## config.mk

```make
export PLATFORM = sky130hd
export DESIGN_NAME = isc_clock_gen
export DESIGN_NICKNAME = d
export VERILOG_FILES = /design/src/design/isc_pkg.sv /design/src/design/isc_clock_gen.sv
export VERILOG_INCLUDE_DIRS = /design/src /design/src/design
export SDC_FILE = /design/constraint.sdc
export NUM_CORES = 1
export LEC_CHECK = 0
export BUFFER_PORTS_ARGS = -buffer_cell sky130_fd_sc_hd__buf_4
export CAP_MARGIN = 20
export CORE_MARGIN = 5
export CORE_UTILIZATION = 55
export CTS_BUF_LIST = sky130_fd_sc_hd__clkbuf_16
export DETAILED_ROUTE_END_ITERATION = 8
export PLACE_DENSITY = 0.86
export SLEW_MARGIN = 20
export SYNTH_ARGS = -nofsm -noshare
export SYNTH_HDL_FRONTEND = slang
export SYNTH_SLANG_ARGS = --single-unit
```

## constraint.sdc

```tcl
create_clock -name sys_clk -period 10.7 [get_ports sys_clk]
set_input_delay 2.14 -clock sys_clk [delete_from_list [all_inputs] [get_ports sys_clk]]
set_output_delay 2.14 -clock sys_clk [all_outputs]
set_load 0.02 [all_outputs]
```

## src/design/isc_cfg.svh

```systemverilog
// Constants for the internal clock generator settling controller
`ifndef ISC_CFG_SVH
`define ISC_CFG_SVH
// ----------------------------------------------------------------
// Timing
// ----------------------------------------------------------------
`define ISC_SYS_HZ 40000000
`define ISC_BASE_REF_HZ 307200
`define ISC_BASE_DIV (`ISC_SYS_HZ / `ISC_BASE_REF_HZ)
`define ISC_STEP_BASE_PERIODS 2'd3
// ----------------------------------------------------------------
// Reset values and limits
// ----------------------------------------------------------------
`define ISC_MULT_RESET 7'h15
`define ISC_TRIM_RESET 8'h80
`define ISC_TRIM_FIXED 10'h180
`define ISC_TRIM_SHIFT 9
`define ISC_STAGE_RESET 8'h80
`define ISC_DIV_RESET 4'h0
`define ISC_DIV_MAX 4'h9
`define ISC_STEP_COARSE 8'h20
`define ISC_STEP_MED 8'h08
`define ISC_STEP_FINE 8'h01
`define ISC_DCO_TOP 10'h2ff
`define ISC_XTAL_STAB 13'h1000
`define ISC_EXT_STAB 13'h0010
`endif

```

## src/design/isc_pkg.sv

```systemverilog
// Types for the internal clock generator settling controller
package isc_pkg;
    // Loop filter correction size
    typedef enum logic [1:0] {
        ISC_BAND_NONE,
        ISC_BAND_FINE,
        ISC_BAND_MED,
        ISC_BAND_COARSE
    } isc_band_t;
endpackage : isc_pkg

```

## src/design/isc_clock_gen.sv

```systemverilog
// Internal clock generator with loop filter settling and stop handling
`timescale 1ns/1ps
`include "isc_cfg.svh"
module isc_clock_gen
    import isc_pkg::*;
#(
    parameter int MULT_W = 7,
    parameter int CNT_W = 12
) (
    input wire logic sys_clk,
    input wire logic rst_n,
    input wire logic [MULT_W-1:0] mult_factor_in,   // New multiply factor
    input wire logic mult_wr,                       // Write pulse for factor
    input wire logic [7:0] trim_in,                 // New capacitor adjust value
    input wire logic trim_wr,                       // Write pulse for trim
    input wire logic internal_gen_enable,           // Internal generator on
    input wire logic external_gen_enable,           // External path on
    input wire logic ext_clk_pin,                   // External clock, asynchronous
    input wire logic crystal_mode_option,           // Long external stabilization
    input wire logic keep_running_in_stop,          // Keep generating in stop
    input wire logic stop_mode,                     // CPU executed stop
    input wire logic wait_mode,                     // CPU executed wait
    input wire logic watch_set,                     // Request watcher on
    input wire logic watch_clr,                     // Request watcher off
    input wire logic watch_irq_set,                 // Request interrupt enable
    input wire logic watch_irq_clr,                 // Clear interrupt enable
    input wire logic watch_fault,                   // Inactivity seen by watcher
    input wire logic watch_flag_clr,                // Software clears flag
    output logic internal_clock,
    output logic reference_clock_out,
    output logic bus_source_clock_out,
    output logic timebase_clock_out,
    output logic internal_stable_flag,
    output logic external_stable_flag,
    output logic clock_watch_enable,
    output logic watch_irq_enable,
    output logic watch_flag,
    output logic watch_irq,
    output logic wake_req,
    output logic [MULT_W-1:0] mult_factor,
    output logic [7:0] trim_value,
    output logic [3:0] divider_ctrl_word,
    output logic [7:0] stage_ctrl_word
);
    // ----------------------------------------------------------------
    // Stop and restart decoding
    // ----------------------------------------------------------------
    logic stop_reg;            // Halting stop seen last cycle
    logic gen_on_reg;          // Generator running last cycle
    wire halted = stop_mode & ~keep_running_in_stop;
    wire running = internal_gen_enable & ~halted;
    wire stop_entry = halted & ~stop_reg;
    // Settling restarts on any write or when the generator comes back
    wire restart = mult_wr | trim_wr | (running & ~gen_on_reg);

    // Stored values; stop leaves mult_factor and trim_value alone
    always_ff @(posedge sys_clk) begin
        if (!rst_n) begin
            mult_factor <= MULT_W'(`ISC_MULT_RESET);
            trim_value <= `ISC_TRIM_RESET;
            stop_reg <= 1'b0;
            gen_on_reg <= 1'b0;
        end else begin
            if (mult_wr) mult_factor <= mult_factor_in;
            if (trim_wr) trim_value <= trim_in;
            stop_reg <= halted;
            gen_on_reg <= running;
        end
    end

    // ----------------------------------------------------------------
    // Base reference divider
    // ----------------------------------------------------------------
    // Bigger trim means a larger capacitor, a longer base period
    logic [9:0] base_cnt_reg;
    wire [9:0] trim_units = `ISC_TRIM_FIXED + {2'b00, trim_value};
    wire [18:0] base_prod = 19'(`ISC_BASE_DIV) * {9'h000, trim_units};
    wire [9:0] base_limit = base_prod[`ISC_TRIM_SHIFT +: 10];
    wire base_tick = running & (base_cnt_reg == 10'h000);

    // Down counter, one tick per base period
    always_ff @(posedge sys_clk) begin
        if (!rst_n || restart || !running) begin
            base_cnt_reg <= base_limit;
        end else if (base_tick) begin
            base_cnt_reg <= base_limit;
        end else begin
            base_cnt_reg <= base_cnt_reg - 10'h001;
        end
    end

    // ----------------------------------------------------------------
    // Digitally controlled oscillator model
    // ----------------------------------------------------------------
    // Phase accumulator; a larger stage word slows it, each divider step halves it
    logic [9:0] acc_reg;
    wire [9:0] dco_inc = `ISC_DCO_TOP - {2'b00, stage_ctrl_word};
    wire [10:0] acc_sum = {1'b0, acc_reg} + ({1'b0, dco_inc} >> divider_ctrl_word);
    wire ick_tick = running & acc_sum[10];

    always_ff @(posedge sys_clk) begin
        if (!rst_n || !running) begin
            acc_reg <= 10'h000;
        end else begin
            acc_reg <= acc_sum[9:0];
        end
    end

    // ----------------------------------------------------------------
    // Loop filter measurement
    // ----------------------------------------------------------------
    logic [1:0] step_cnt_reg;       // Base periods inside this step
    logic [CNT_W-1:0] ick_cnt_reg;  // Internal ticks inside this step
    wire step_end = base_tick & (step_cnt_reg == `ISC_STEP_BASE_PERIODS);
    // Ideal count over four base periods is four times the factor
    wire [CNT_W-1:0] target = CNT_W'({mult_factor, 2'b00});
    wire [CNT_W-1:0] meas = ick_cnt_reg + CNT_W'(ick_tick);
    wire too_fast = meas > target;
    wire [CNT_W-1:0] err_mag = too_fast ? meas - target : target - meas;
    wire [CNT_W+4:0] err20 = (CNT_W+5)'(err_mag) * (CNT_W+5)'(20);
    wire [CNT_W+4:0] tgt3 = (CNT_W+5)'(target) * (CNT_W+5)'(3);
    wire [CNT_W+4:0] tgt1 = (CNT_W+5)'(target);
    wire over15 = err20 > tgt3;
    wire over5 = err20 > tgt1;

    // Correction band picked afresh from every measurement
    isc_band_t band;
    assign band = over15 ? ISC_BAND_COARSE :
                  over5 ? ISC_BAND_MED :
                  (err_mag != '0) ? ISC_BAND_FINE : ISC_BAND_NONE;

    logic [7:0] step_size;
    always_comb begin
        unique case (band)
            ISC_BAND_COARSE: step_size = `ISC_STEP_COARSE;
            ISC_BAND_MED: step_size = `ISC_STEP_MED;
            ISC_BAND_FINE: step_size = `ISC_STEP_FINE;
            ISC_BAND_NONE: step_size = 8'h00;
        endcase
    end

    // Counters restart with the step so each measurement is clean
    always_ff @(posedge sys_clk) begin
        if (!rst_n || restart || !running) begin
            step_cnt_reg <= 2'd0;
            ick_cnt_reg <= '0;
        end else if (step_end) begin
            step_cnt_reg <= 2'd0;
            ick_cnt_reg <= '0;
        end else begin
            if (base_tick) step_cnt_reg <= step_cnt_reg + 2'd1;
            if (ick_tick) ick_cnt_reg <= meas;
        end
    end

    // ----------------------------------------------------------------
    // Stage and divider words
    // ----------------------------------------------------------------
    // Only a carry or borrow out of the stage word moves the divider
    wire [8:0] stg_up = {1'b0, stage_ctrl_word} + {1'b0, step_size};
    wire [8:0] stg_dn = {1'b0, stage_ctrl_word} - {1'b0, step_size};
    wire div_at_max = divider_ctrl_word >= `ISC_DIV_MAX;
    wire div_at_min = divider_ctrl_word == 4'h0;

    always_ff @(posedge sys_clk) begin
        if (!rst_n) begin
            stage_ctrl_word <= `ISC_STAGE_RESET;
            divider_ctrl_word <= `ISC_DIV_RESET;
        end else if (step_end && !restart) begin
            if (too_fast) begin
                // Too many ticks: lengthen the period
                if (!stg_up[8]) begin
                    stage_ctrl_word <= stg_up[7:0];
                end else if (!div_at_max) begin
                    stage_ctrl_word <= stg_up[7:0];
                    divider_ctrl_word <= divider_ctrl_word + 4'h1;
                end else begin
                    stage_ctrl_word <= 8'hff;
                end
            end else begin
                // Too few ticks: shorten the period
                if (!stg_dn[8]) begin
                    stage_ctrl_word <= stg_dn[7:0];
                end else if (!div_at_min) begin
                    stage_ctrl_word <= stg_dn[7:0];
                    divider_ctrl_word <= divider_ctrl_word - 4'h1;
                end else begin
                    stage_ctrl_word <= 8'h00;
                end
            end
        end
    end

    // ----------------------------------------------------------------
    // Stable flags and external stabilization
    // ----------------------------------------------------------------
    logic ext_s1_reg;
    logic ext_s2_reg;
    logic ext_s3_reg;
    logic [12:0] ext_cnt_reg;
    wire ext_edge = ext_s2_reg & ~ext_s3_reg;
    wire [12:0] ext_limit = crystal_mode_option ? `ISC_XTAL_STAB : `ISC_EXT_STAB;

    // Internal stable once an in-band step measures at most five percent
    always_ff @(posedge sys_clk) begin
        if (!rst_n || restart || !running || stop_entry) begin
            internal_stable_flag <= 1'b0;
        end else if (step_end && !over5) begin
            internal_stable_flag <= 1'b1;
        end
    end

    // Pin passes two flops before the edge detector looks at it
    always_ff @(posedge sys_clk) begin
        if (!rst_n) begin
            ext_s1_reg <= 1'b0;
            ext_s2_reg <= 1'b0;
            ext_s3_reg <= 1'b0;
        end else begin
            ext_s1_reg <= ext_clk_pin;
            ext_s2_reg <= ext_s1_reg;
            ext_s3_reg <= ext_s2_reg;
        end
    end

    // Stabilization divider reruns after stop clears the flag
    always_ff @(posedge sys_clk) begin
        if (!rst_n || !external_gen_enable || stop_entry || halted) begin
            ext_cnt_reg <= 13'h0000;
            external_stable_flag <= 1'b0;
        end else if (!external_stable_flag && ext_edge) begin
            if (ext_cnt_reg + 13'h0001 >= ext_limit) begin
                external_stable_flag <= 1'b1;
            end
            ext_cnt_reg <= ext_cnt_reg + 13'h0001;
        end
    end

    // ----------------------------------------------------------------
    // Activity watcher control
    // ----------------------------------------------------------------
    // Turning on needs both generators on and both stable
    wire watch_allowed = internal_gen_enable & external_gen_enable &
                         internal_stable_flag & external_stable_flag;
    wire watch_off = watch_clr | stop_entry;

    always_ff @(posedge sys_clk) begin
        if (!rst_n || watch_off) begin
            clock_watch_enable <= 1'b0;
            watch_irq_enable <= 1'b0;
            watch_flag <= 1'b0;
        end else begin
            if (watch_set && watch_allowed) clock_watch_enable <= 1'b1;
            if (watch_irq_clr) begin
                watch_irq_enable <= 1'b0;
            end else if (watch_irq_set && clock_watch_enable) begin
                watch_irq_enable <= 1'b1;
            end
            // Fault beats a same-cycle software clear
            if (watch_fault && clock_watch_enable) begin
                watch_flag <= 1'b1;
            end else if (watch_flag_clr) begin
                watch_flag <= 1'b0;
            end
        end
    end

    assign watch_irq = watch_flag & watch_irq_enable;
    // Wakes from wait, never from stop
    assign wake_req = watch_irq & wait_mode & ~stop_mode;

    // ----------------------------------------------------------------
    // Clock outputs
    // ----------------------------------------------------------------
    // Outputs are toggled flops, forced low whenever halted in stop
    logic bus_div_reg;
    always_ff @(posedge sys_clk) begin
        if (!rst_n || !running) begin
            internal_clock <= 1'b0;
            bus_div_reg <= 1'b0;
        end else if (ick_tick) begin
            internal_clock <= ~internal_clock;
            if (internal_clock) bus_div_reg <= ~bus_div_reg;
        end
    end

    assign reference_clock_out = internal_clock;
    assign timebase_clock_out = internal_clock;
    assign bus_source_clock_out = bus_div_reg;
endmodule : isc_clock_gen

```

==> run_summary.xml, run 1 <==
<?xml version="1.0" encoding="UTF-8"?>
<metrics>
  <group name="clock_network">
    <metric name="clk_transition_reported_paths" unit="ns">0.06</metric>
    <metric name="clockRootBuffer" unit="">clkbuf_16</metric>
    <metric name="ctsLongestPathBuffers" unit="">2</metric>
    <metric name="clock_latency" unit="ns">0.34</metric>
    <metric name="cts_sinks" unit="">86</metric>
    <metric name="cts_hold_buffers" unit="">0</metric>
    <metric name="ctsHtreeMaxLevel" unit="">3</metric>
    <metric name="inserted_clock_buffers" unit="">9</metric>
    <metric name="cts_tree" unit="">yes</metric>
  </group>
  <group name="timing">
    <metric name="finalCritPeriodShare" unit="%">96.96</metric>
    <metric name="finalSetupViolations" unit="">0</metric>
    <metric name="timing_worst_slew_pin_value" unit="ns">0.9214</metric>
    <metric name="final-max-slew-violation-count" unit="">0</metric>
    <metric name="finalWorstSetupSlack" unit="ns">0.3257</metric>
    <metric name="max_clock_freq" unit="GHz">0.09639</metric>
    <metric name="timing.final.hold_violations" unit="">0</metric>
    <metric name="timing.slew.headroom" unit="%">38.00</metric>
    <metric name="skew" unit="ns">0.01113</metric>
    <metric name="finalCriticalPeriod" unit="ns">10.37</metric>
    <metric name="holdWs" unit="ns">0.4354</metric>
  </group>
  <group name="final_layout">
    <metric name="area_used_by_multi_input_combinational_logic" unit="µm²">5283</metric>
    <metric name="insertedDiodeCount" unit="">0</metric>
    <metric name="area.growth.synth_to_final" unit="%">20.36</metric>
    <metric name="flip_flop_and_latch_area" unit="µm²">1727</metric>
    <metric name="n_fill_cell" unit="">996</metric>
    <metric name="instances_no_fill" unit="">1141</metric>
    <metric name="post-route-util" unit="%">67.71</metric>
    <metric name="nets" unit="">1088</metric>
    <metric name="drive_gt1_share" unit="%">20.43</metric>
    <metric name="largest_reg_flops" unit="">13</metric>
  </group>
  <group name="global_route">
    <metric name="overflow" unit="">0</metric>
    <metric name="total_global_route_track_usage" unit="%">23.45</metric>
    <metric name="global_route.usage.met1" unit="%">29.89</metric>
    <metric name="antenna_found_initial" unit="">0</metric>
    <metric name="global_route.usage.met3" unit="%">4.133</metric>
    <metric name="grt_first_pass_wirelength" unit="µm">29400</metric>
    <metric name="grt_pass1_vias" unit="">6351</metric>
    <metric name="grt_max_degree" unit="">23</metric>
    <metric name="globalRouteMet2Util" unit="%">40.42</metric>
    <metric name="grt-busiest-layer" unit="">met2</metric>
  </group>
  <group name="setup_path">
    <metric name="rrSetupSlack" unit="ns">0.33</metric>
    <metric name="reg2reg_to" unit="">stage_ctrl_word[6]</metric>
    <metric name="critPathSlowestCell" unit="">mux4_2</metric>
    <metric name="timing_worst_setup_path_type" unit="">reg2reg</metric>
    <metric name="worst_flop_to_flop_path_startpoint" unit="">divider_ctrl_word[0]</metric>
    <metric name="cp_num_buf_inv" unit="">7</metric>
    <metric name="critPathMostFrequentCell" unit="">ha_2</metric>
    <metric name="end_kind" unit="">flop</metric>
    <metric name="max_stage_delay" unit="ns">0.49</metric>
    <metric name="data_arrival_time_at_the_worst_slack_endpoint" unit="ns">10.56</metric>
    <metric name="timing.critical_path.fanout_max" unit="">5</metric>
    <metric name="required_arrival_time_at_the_worst_endpoint" unit="ns">10.88</metric>
    <metric name="critical-path-top-delay-family" unit="">compound AO/OA/AOI/OAI gates</metric>
    <metric name="worst-r2r-cell-count" unit="">51</metric>
    <metric name="critPathLaunchType" unit="">flop</metric>
  </group>
  <group name="placed_design">
    <metric name="detailedPlace.worstSlack" unit="ns">-0.1185</metric>
    <metric name="detailed_place_hpwl" unit="µm">12990</metric>
    <metric name="gpl.final_weighted_congestion" unit="">0.9470</metric>
    <metric name="port_buffers" unit="">69</metric>
    <metric name="placed_cells_incl_taps" unit="">1108</metric>
  </group>
  <group name="routing">
    <metric name="finalWirelength" unit="µm">18460</metric>
    <metric name="drt-initial-drc-count" unit="">538</metric>
    <metric name="dr.pass1.iters" unit="">6</metric>
    <metric name="drc" unit="">0</metric>
    <metric name="routed-via-count" unit="">6711</metric>
    <metric name="wl_per_cell" unit="µm">16.18</metric>
    <metric name="drt-vias-per-instance" unit="">5.882</metric>
    <metric name="antenna_violating_nets_post_route" unit="">0</metric>
  </group>
  <group name="synth">
    <metric name="warnings_from_yosys" unit="">0</metric>
    <metric name="postSynthCellCount" unit="">877</metric>
    <metric name="synth_area_per_cell" unit="µm²">8.128</metric>
    <metric name="commonest_register_cell_after_synthesis" unit="">dfxtp_1</metric>
    <metric name="synthesis.nets" unit="">1001</metric>
    <metric name="async_flop_share" unit="%">0</metric>
    <metric name="synth_edf_count" unit="">0</metric>
    <metric name="yosysUniqueCellTypes" unit="">70</metric>
    <metric name="synth-seq-cells" unit="">86</metric>
    <metric name="syn-cell-area" unit="µm²">7128</metric>
    <metric name="synth_seq_area_share" unit="%">24.15</metric>
  </group>
  <group name="floorplan">
    <metric name="floorplan.die.width" unit="µm">123.8</metric>
    <metric name="core_region_area" unit="µm²">12670</metric>
    <metric name="chipHeight" unit="µm">123.8</metric>
    <metric name="floorplan.rows" unit="">41</metric>
    <metric name="start_util" unit="%">56.26</metric>
    <metric name="ports_placed_on_the_boundary" unit="">70</metric>
    <metric name="fp.dieArea" unit="µm²">15340</metric>
  </group>
  <group name="power">
    <metric name="worst_vdd_drop" unit="V">0.0001228</metric>
    <metric name="tot_pwr" unit="µW">998.9</metric>
    <metric name="power_leakage" unit="µW">0.003812</metric>
    <metric name="power-per-cell-area" unit="nW/µm²">116.4</metric>
  </group>
  <group name="run">
    <metric name="cap_viol_max_count" unit="">0</metric>
  </group>
  <group name="hold_path">
    <metric name="worstHoldPathType" unit="">reg2reg</metric>
    <metric name="whs_path_depth" unit="">1</metric>
    <metric name="hold_path_end" unit="">ext_s2_reg</metric>
    <metric name="min-delay-start" unit="">ext_s1_reg</metric>
  </group>
  <group name="status">
    <metric name="run_status" unit="">complete, no violations</metric>
  </group>
</metrics>
==> logic make-up after synthesis <==
group | count (synthesis) | share of synthesized area (%)
simple gates | 296 | 20.52
compound gates | 202 | 17.94
fa+ha+maj | 93 | 16.92
flops | 86 | 24.15
buf+inv | 85 | 5.020
xor+xnor | 83 | 10.51
mux | 32 | 4.932
==> metal layers <==
metal  vias to the layer above  share of wire (%)
li1                       3270                  -
met1                      3140                 43
met2                       247                 48
met3                        54                5.8
met4                         0                3.1
met5                         -                  0
==> worst max path at each step <==
| stage | from | end | slack [ns] | cells past startpoint |
|---|---|---|---|---|
| final | divider_ctrl_word[0] | stage_ctrl_word[6] | 0.33 | 51 |
| after global routing | divider_ctrl_word[1] | stage_ctrl_word[5] | -0.17 | 53 |
| after CTS | divider_ctrl_word[0] | stage_ctrl_word[5] | -0.02 | 49 |
| after detailed placement | divider_ctrl_word[1] | stage_ctrl_word[3] | -0.12 | 52 |
| after global placement | divider_ctrl_word[0] | stage_ctrl_word[3] | 0.16 | 49 |
| after floorplan | divider_ctrl_word[0] | stage_ctrl_word[3] | 0.004 | 54 |
==> synth_stat cells (3+ instances only) <==
library cell,count,area share (%)
fa_1,6,1.7
nand2_1,58,3.1
a21oi_1,53,3.7
buf_2,4,0.28
o22ai_1,3,0.26
o2111ai_1,4,0.49
o211ai_1,4,0.42
o31ai_1,4,0.42
or3_1,7,0.61
and3_1,7,0.61
and2_1,6,0.53
o21ai_0,49,3.4
nor2_1,115,6.1
a31oi_1,10,0.88
nand4_1,15,1.3
o21a_1,11,1.2
buf_4,3,0.32
o21bai_1,3,0.32
xnor2_1,36,4.4
nor2b_1,14,1.2
buf_1,3,0.16
a21o_1,16,1.7
nor3_1,19,1.3
a2111oi_0,3,0.37
inv_1,47,2.5
ha_1,86,15
dfxtp_1,86,24
nand2b_1,11,0.97
nor4_1,7,0.61
or2_2,6,0.53
clkbuf_1,25,1.3
nor3b_1,3,0.32
xor2_1,44,5.4
mux2i_1,27,3.8
a211oi_1,25,2.6
nand3_1,13,0.91
==> placed cells by master, fill, tap and decap left out, types with 11 or more instances in the layout <==
master    instances
dfxtp_1          84
nor3_1           18
nand2_1          56
nand2b_1         11
o21ai_0          42
o21a_1           11
nand3_1          13
a211oi_1         21
ha_1             78
a21oi_1          52
xor2_1           41
nand4_1          15
a21o_1           16
inv_1            46
nor2_1          112
xnor2_1          33
nor2b_1          13
mux2i_1          23
buf_4           112
==> metrics by stage <==
step	setup TNS, ns	cell area [µm²]
floorplan	0	7174
global placement	0	7929
detailed placement	-0.1315	7929
CTS	-0.02370	8303
global route	-0.6317	8579
finish	0	8579
==> layout make-up <==
type,count,area share (%)
clock buffers,10,2.917
inverters,48,2.188
multi-input cells,706,61.57
clock inverters,6,0.7583
repair buffers,113,9.931
well taps,172,2.508
flip-flops and latches,86,20.13
==> where the power goes <==
group | switching [µW] | internal, µW
combinational | 183 | 148
sequential | 10.6 | 331
clock | 131 | 196
==> timing repair <==
item	CTS	global route
buffers inserted	5	12
resized for setup	5	46
pin swaps	3	17
gates cloned	0	0
hold endpoints to repair	0	0
setup endpoints to repair	10	12
Power figures use the tool's default switching activity.
==> run 2: changes to the inputs <==
==> constraint.sdc (replaced) <==
create_clock -name sys_clk -period 10.7 [get_ports sys_clk]
set_input_delay 0.535 -clock sys_clk [delete_from_list [all_inputs] [get_ports sys_clk]]
set_output_delay 0.535 -clock sys_clk [all_outputs]
set_load 0.02 [all_outputs]
==> run_summary.xml, run 2 (synthesized netlist as in run 1, its figures left out) <==
<?xml version="1.0" encoding="UTF-8"?>
<metrics>
  <group name="timing">
    <metric name="finalCriticalPeriod" unit="ns">10.25</metric>
    <metric name="finalCritPeriodShare" unit="%">95.81</metric>
    <metric name="timing_worst_slew_pin_value" unit="ns">1.007</metric>
    <metric name="timing.slew.headroom" unit="%">32.87</metric>
    <metric name="timing.final.hold_violations" unit="">0</metric>
    <metric name="max_clock_freq" unit="GHz">0.09754</metric>
    <metric name="finalSetupViolations" unit="">0</metric>
    <metric name="tns" unit="ns">0</metric>
    <metric name="skew" unit="ns">0.007095</metric>
    <metric name="final-max-slew-violation-count" unit="">0</metric>
  </group>
  <group name="placed_design">
    <metric name="placed_cells_incl_taps" unit="">1108</metric>
    <metric name="port_buffers" unit="">69</metric>
    <metric name="detailed_place_hpwl" unit="µm">13200</metric>
    <metric name="gpl.final_weighted_congestion" unit="">0.9461</metric>
    <metric name="detailed_place.area" unit="µm²">7929</metric>
  </group>
  <group name="setup_path">
    <metric name="timing_worst_setup_path_type" unit="">reg2reg</metric>
    <metric name="timing.critical_path.fanout_max" unit="">7</metric>
    <metric name="worst_flop_to_flop_path_startpoint" unit="">divider_ctrl_word[0]</metric>
    <metric name="reg2reg_to" unit="">divider_ctrl_word[3]</metric>
    <metric name="critPathMostFrequentCell" unit="">ha_2</metric>
    <metric name="critPathLaunchType" unit="">flop</metric>
    <metric name="critPathSlowestCell" unit="">mux4_2</metric>
    <metric name="required_arrival_time_at_the_worst_endpoint" unit="ns">10.94</metric>
    <metric name="rrSetupSlack" unit="ns">0.45</metric>
    <metric name="startpoint" unit="">divider_ctrl_word[0]</metric>
    <metric name="worst-r2r-cell-count" unit="">48</metric>
    <metric name="end_kind" unit="">flop</metric>
    <metric name="data_arrival_time_at_the_worst_slack_endpoint" unit="ns">10.49</metric>
    <metric name="cp-endpoint" unit="">divider_ctrl_word[3]</metric>
    <metric name="max_stage_delay" unit="ns">0.49</metric>
  </group>
  <group name="run">
    <metric name="cap_viol_max_count" unit="">0</metric>
  </group>
  <group name="final_layout">
    <metric name="final_common_cell" unit="">nor2_1</metric>
    <metric name="largest_reg_flops" unit="">13</metric>
    <metric name="drive_gt1_share" unit="%">18.56</metric>
    <metric name="instances_no_fill" unit="">1131</metric>
    <metric name="nets" unit="">1079</metric>
    <metric name="area.growth.synth_to_final" unit="%">18.61</metric>
    <metric name="insertedDiodeCount" unit="">0</metric>
    <metric name="n_fill_cell" unit="">978</metric>
    <metric name="fin_area" unit="µm²">8454</metric>
    <metric name="post-route-util" unit="%">66.72</metric>
    <metric name="most-common-layout-cells" unit="">nor2_1, buf_4, dfxtp_1, ha_1, nand2_1</metric>
  </group>
  <group name="routing">
    <metric name="finalWirelength" unit="µm">17810</metric>
    <metric name="antenna_violating_nets_post_route" unit="">0</metric>
    <metric name="drt-initial-drc-count" unit="">393</metric>
    <metric name="routed-via-count" unit="">6625</metric>
    <metric name="drt-vias-per-instance" unit="">5.858</metric>
    <metric name="wl_per_cell" unit="µm">15.74</metric>
    <metric name="drc" unit="">0</metric>
    <metric name="dr.pass1.iters" unit="">5</metric>
  </group>
  <group name="clock_network">
    <metric name="clockRootBuffer" unit="">clkbuf_16</metric>
    <metric name="ctsHtreeMaxLevel" unit="">3</metric>
    <metric name="clk_transition_reported_paths" unit="ns">0.06</metric>
    <metric name="inserted_clock_buffers" unit="">9</metric>
    <metric name="ctsLongestPathBuffers" unit="">2</metric>
    <metric name="cts_sinks" unit="">86</metric>
    <metric name="cts_tree" unit="">yes</metric>
    <metric name="clock_latency" unit="ns">0.33</metric>
  </group>
  <group name="global_route">
    <metric name="grt_first_pass_wirelength" unit="µm">28800</metric>
    <metric name="overflow" unit="">0</metric>
    <metric name="total_global_route_track_usage" unit="%">22.97</metric>
    <metric name="antenna_found_initial" unit="">0</metric>
    <metric name="grt_max_degree" unit="">23</metric>
    <metric name="grt_pass1_vias" unit="">6253</metric>
  </group>
  <group name="floorplan">
    <metric name="floorplan.rows" unit="">41</metric>
    <metric name="fp.dieArea" unit="µm²">15340</metric>
    <metric name="chipHeight" unit="µm">123.8</metric>
    <metric name="ports_placed_on_the_boundary" unit="">70</metric>
    <metric name="floorplan.die.width" unit="µm">123.8</metric>
    <metric name="start_util" unit="%">56.26</metric>
    <metric name="core_region_area" unit="µm²">12670</metric>
  </group>
  <group name="hold_path">
    <metric name="worstHoldPathType" unit="">in2reg</metric>
  </group>
  <group name="status">
    <metric name="run_status" unit="">complete, no violations</metric>
  </group>
  <group name="power">
    <metric name="worst_vdd_drop" unit="V">0.0001200</metric>
    <metric name="power-per-cell-area" unit="nW/µm²">115.7</metric>
    <metric name="power_leakage" unit="µW">0.003787</metric>
  </group>
</metrics>
## run 2: cell count changes in the layout (fill, tap and decap cells not counted), moves of 2 or more
cell,previous run,this run
buf_4,112,104
xor2_1,41,44
xor2_2,4,1
ha_1,78,80
inv_1,46,48
inv_6,2,0
mux2i_4,2,0
## run 2: repair_timing
action / CTS / global route
buffers inserted: 2 / 6
endpoints found under the setup margin: 12 / 12
resized for setup: 10 / 32
pin swaps: 5 / 15
hold buffers: 0 / 0
## run 2: metrics by stage
step / setup WS (ns) / hold slack, ns / power [µW]
after global placement: 0.1821 / 0.4214 / 635.2
after CTS: 0.002607 / 0.3535 / 968.8
after floorplan: 0.003919 / 0.4119 / 576.0
after detailed placement: -0.2482 / 0.4194 / 646.0
final: 0.4482 / 0.3585 / 978.1
after global routing: -0.07713 / 0.3581 / 1037
## run 2: where the power goes
group / total, µW / switching, µW / internal [µW]
clock network: 320 / 119 / 201
registers: 341 / 10.7 / 331
logic: 316 / 174 / 142
total: 978 / 304 / 674
## run 2: worst min path at each step
stage	slack, ns	depth (start not counted)	startpoint	to
2_1_floorplan	0.41	1	ext_s1_reg	ext_s2_reg
3_3_place_gp	0.42	1	ext_s1_reg	ext_s2_reg
3_5_place_dp	0.42	1	ext_s1_reg	ext_s2_reg
4_1_cts	0.35	2	watch_irq_clr	watch_irq_enable
5_1_grt	0.36	2	watch_irq_clr	watch_irq_enable
6_report	0.36	2	watch_irq_clr	watch_irq_enable
## run 2: final cells by class
cell class,instances,area (µm²),area share (%)
Clock inverter,6,80.08,0.9472
Clock buffer,9,225.2,2.664
Tap cell,172,215.2,2.546
Sequential cell,86,1727,20.42
Multi-Input combinational cell,706,5239,61.97
Inverter,48,187.7,2.220
Timing Repair Buffer,104,780.7,9.235
## run 2: critical path: cells and delay by family, from the launching register on
kind	cells	cell delay, ns
compound gates	16	2.87
xor+xnor	2	0.32
fa+ha+maj	12	3.07
buf+inv	5	0.51
flops	1	0.36
mux	3	1.00
simple gates	10	2.00
## run 2: routing by layer
metal | vias to the layer above | GRT usage (%) | wire, µm
li1 | 3258 | - | -
met1 | 3126 | 29.38 | 7755
met2 | 208 | 39.68 | 8764
met3 | 33 | 3.815 | 923
met4 | 0 | 6.782 | 363
met5 | - | 0 | 0
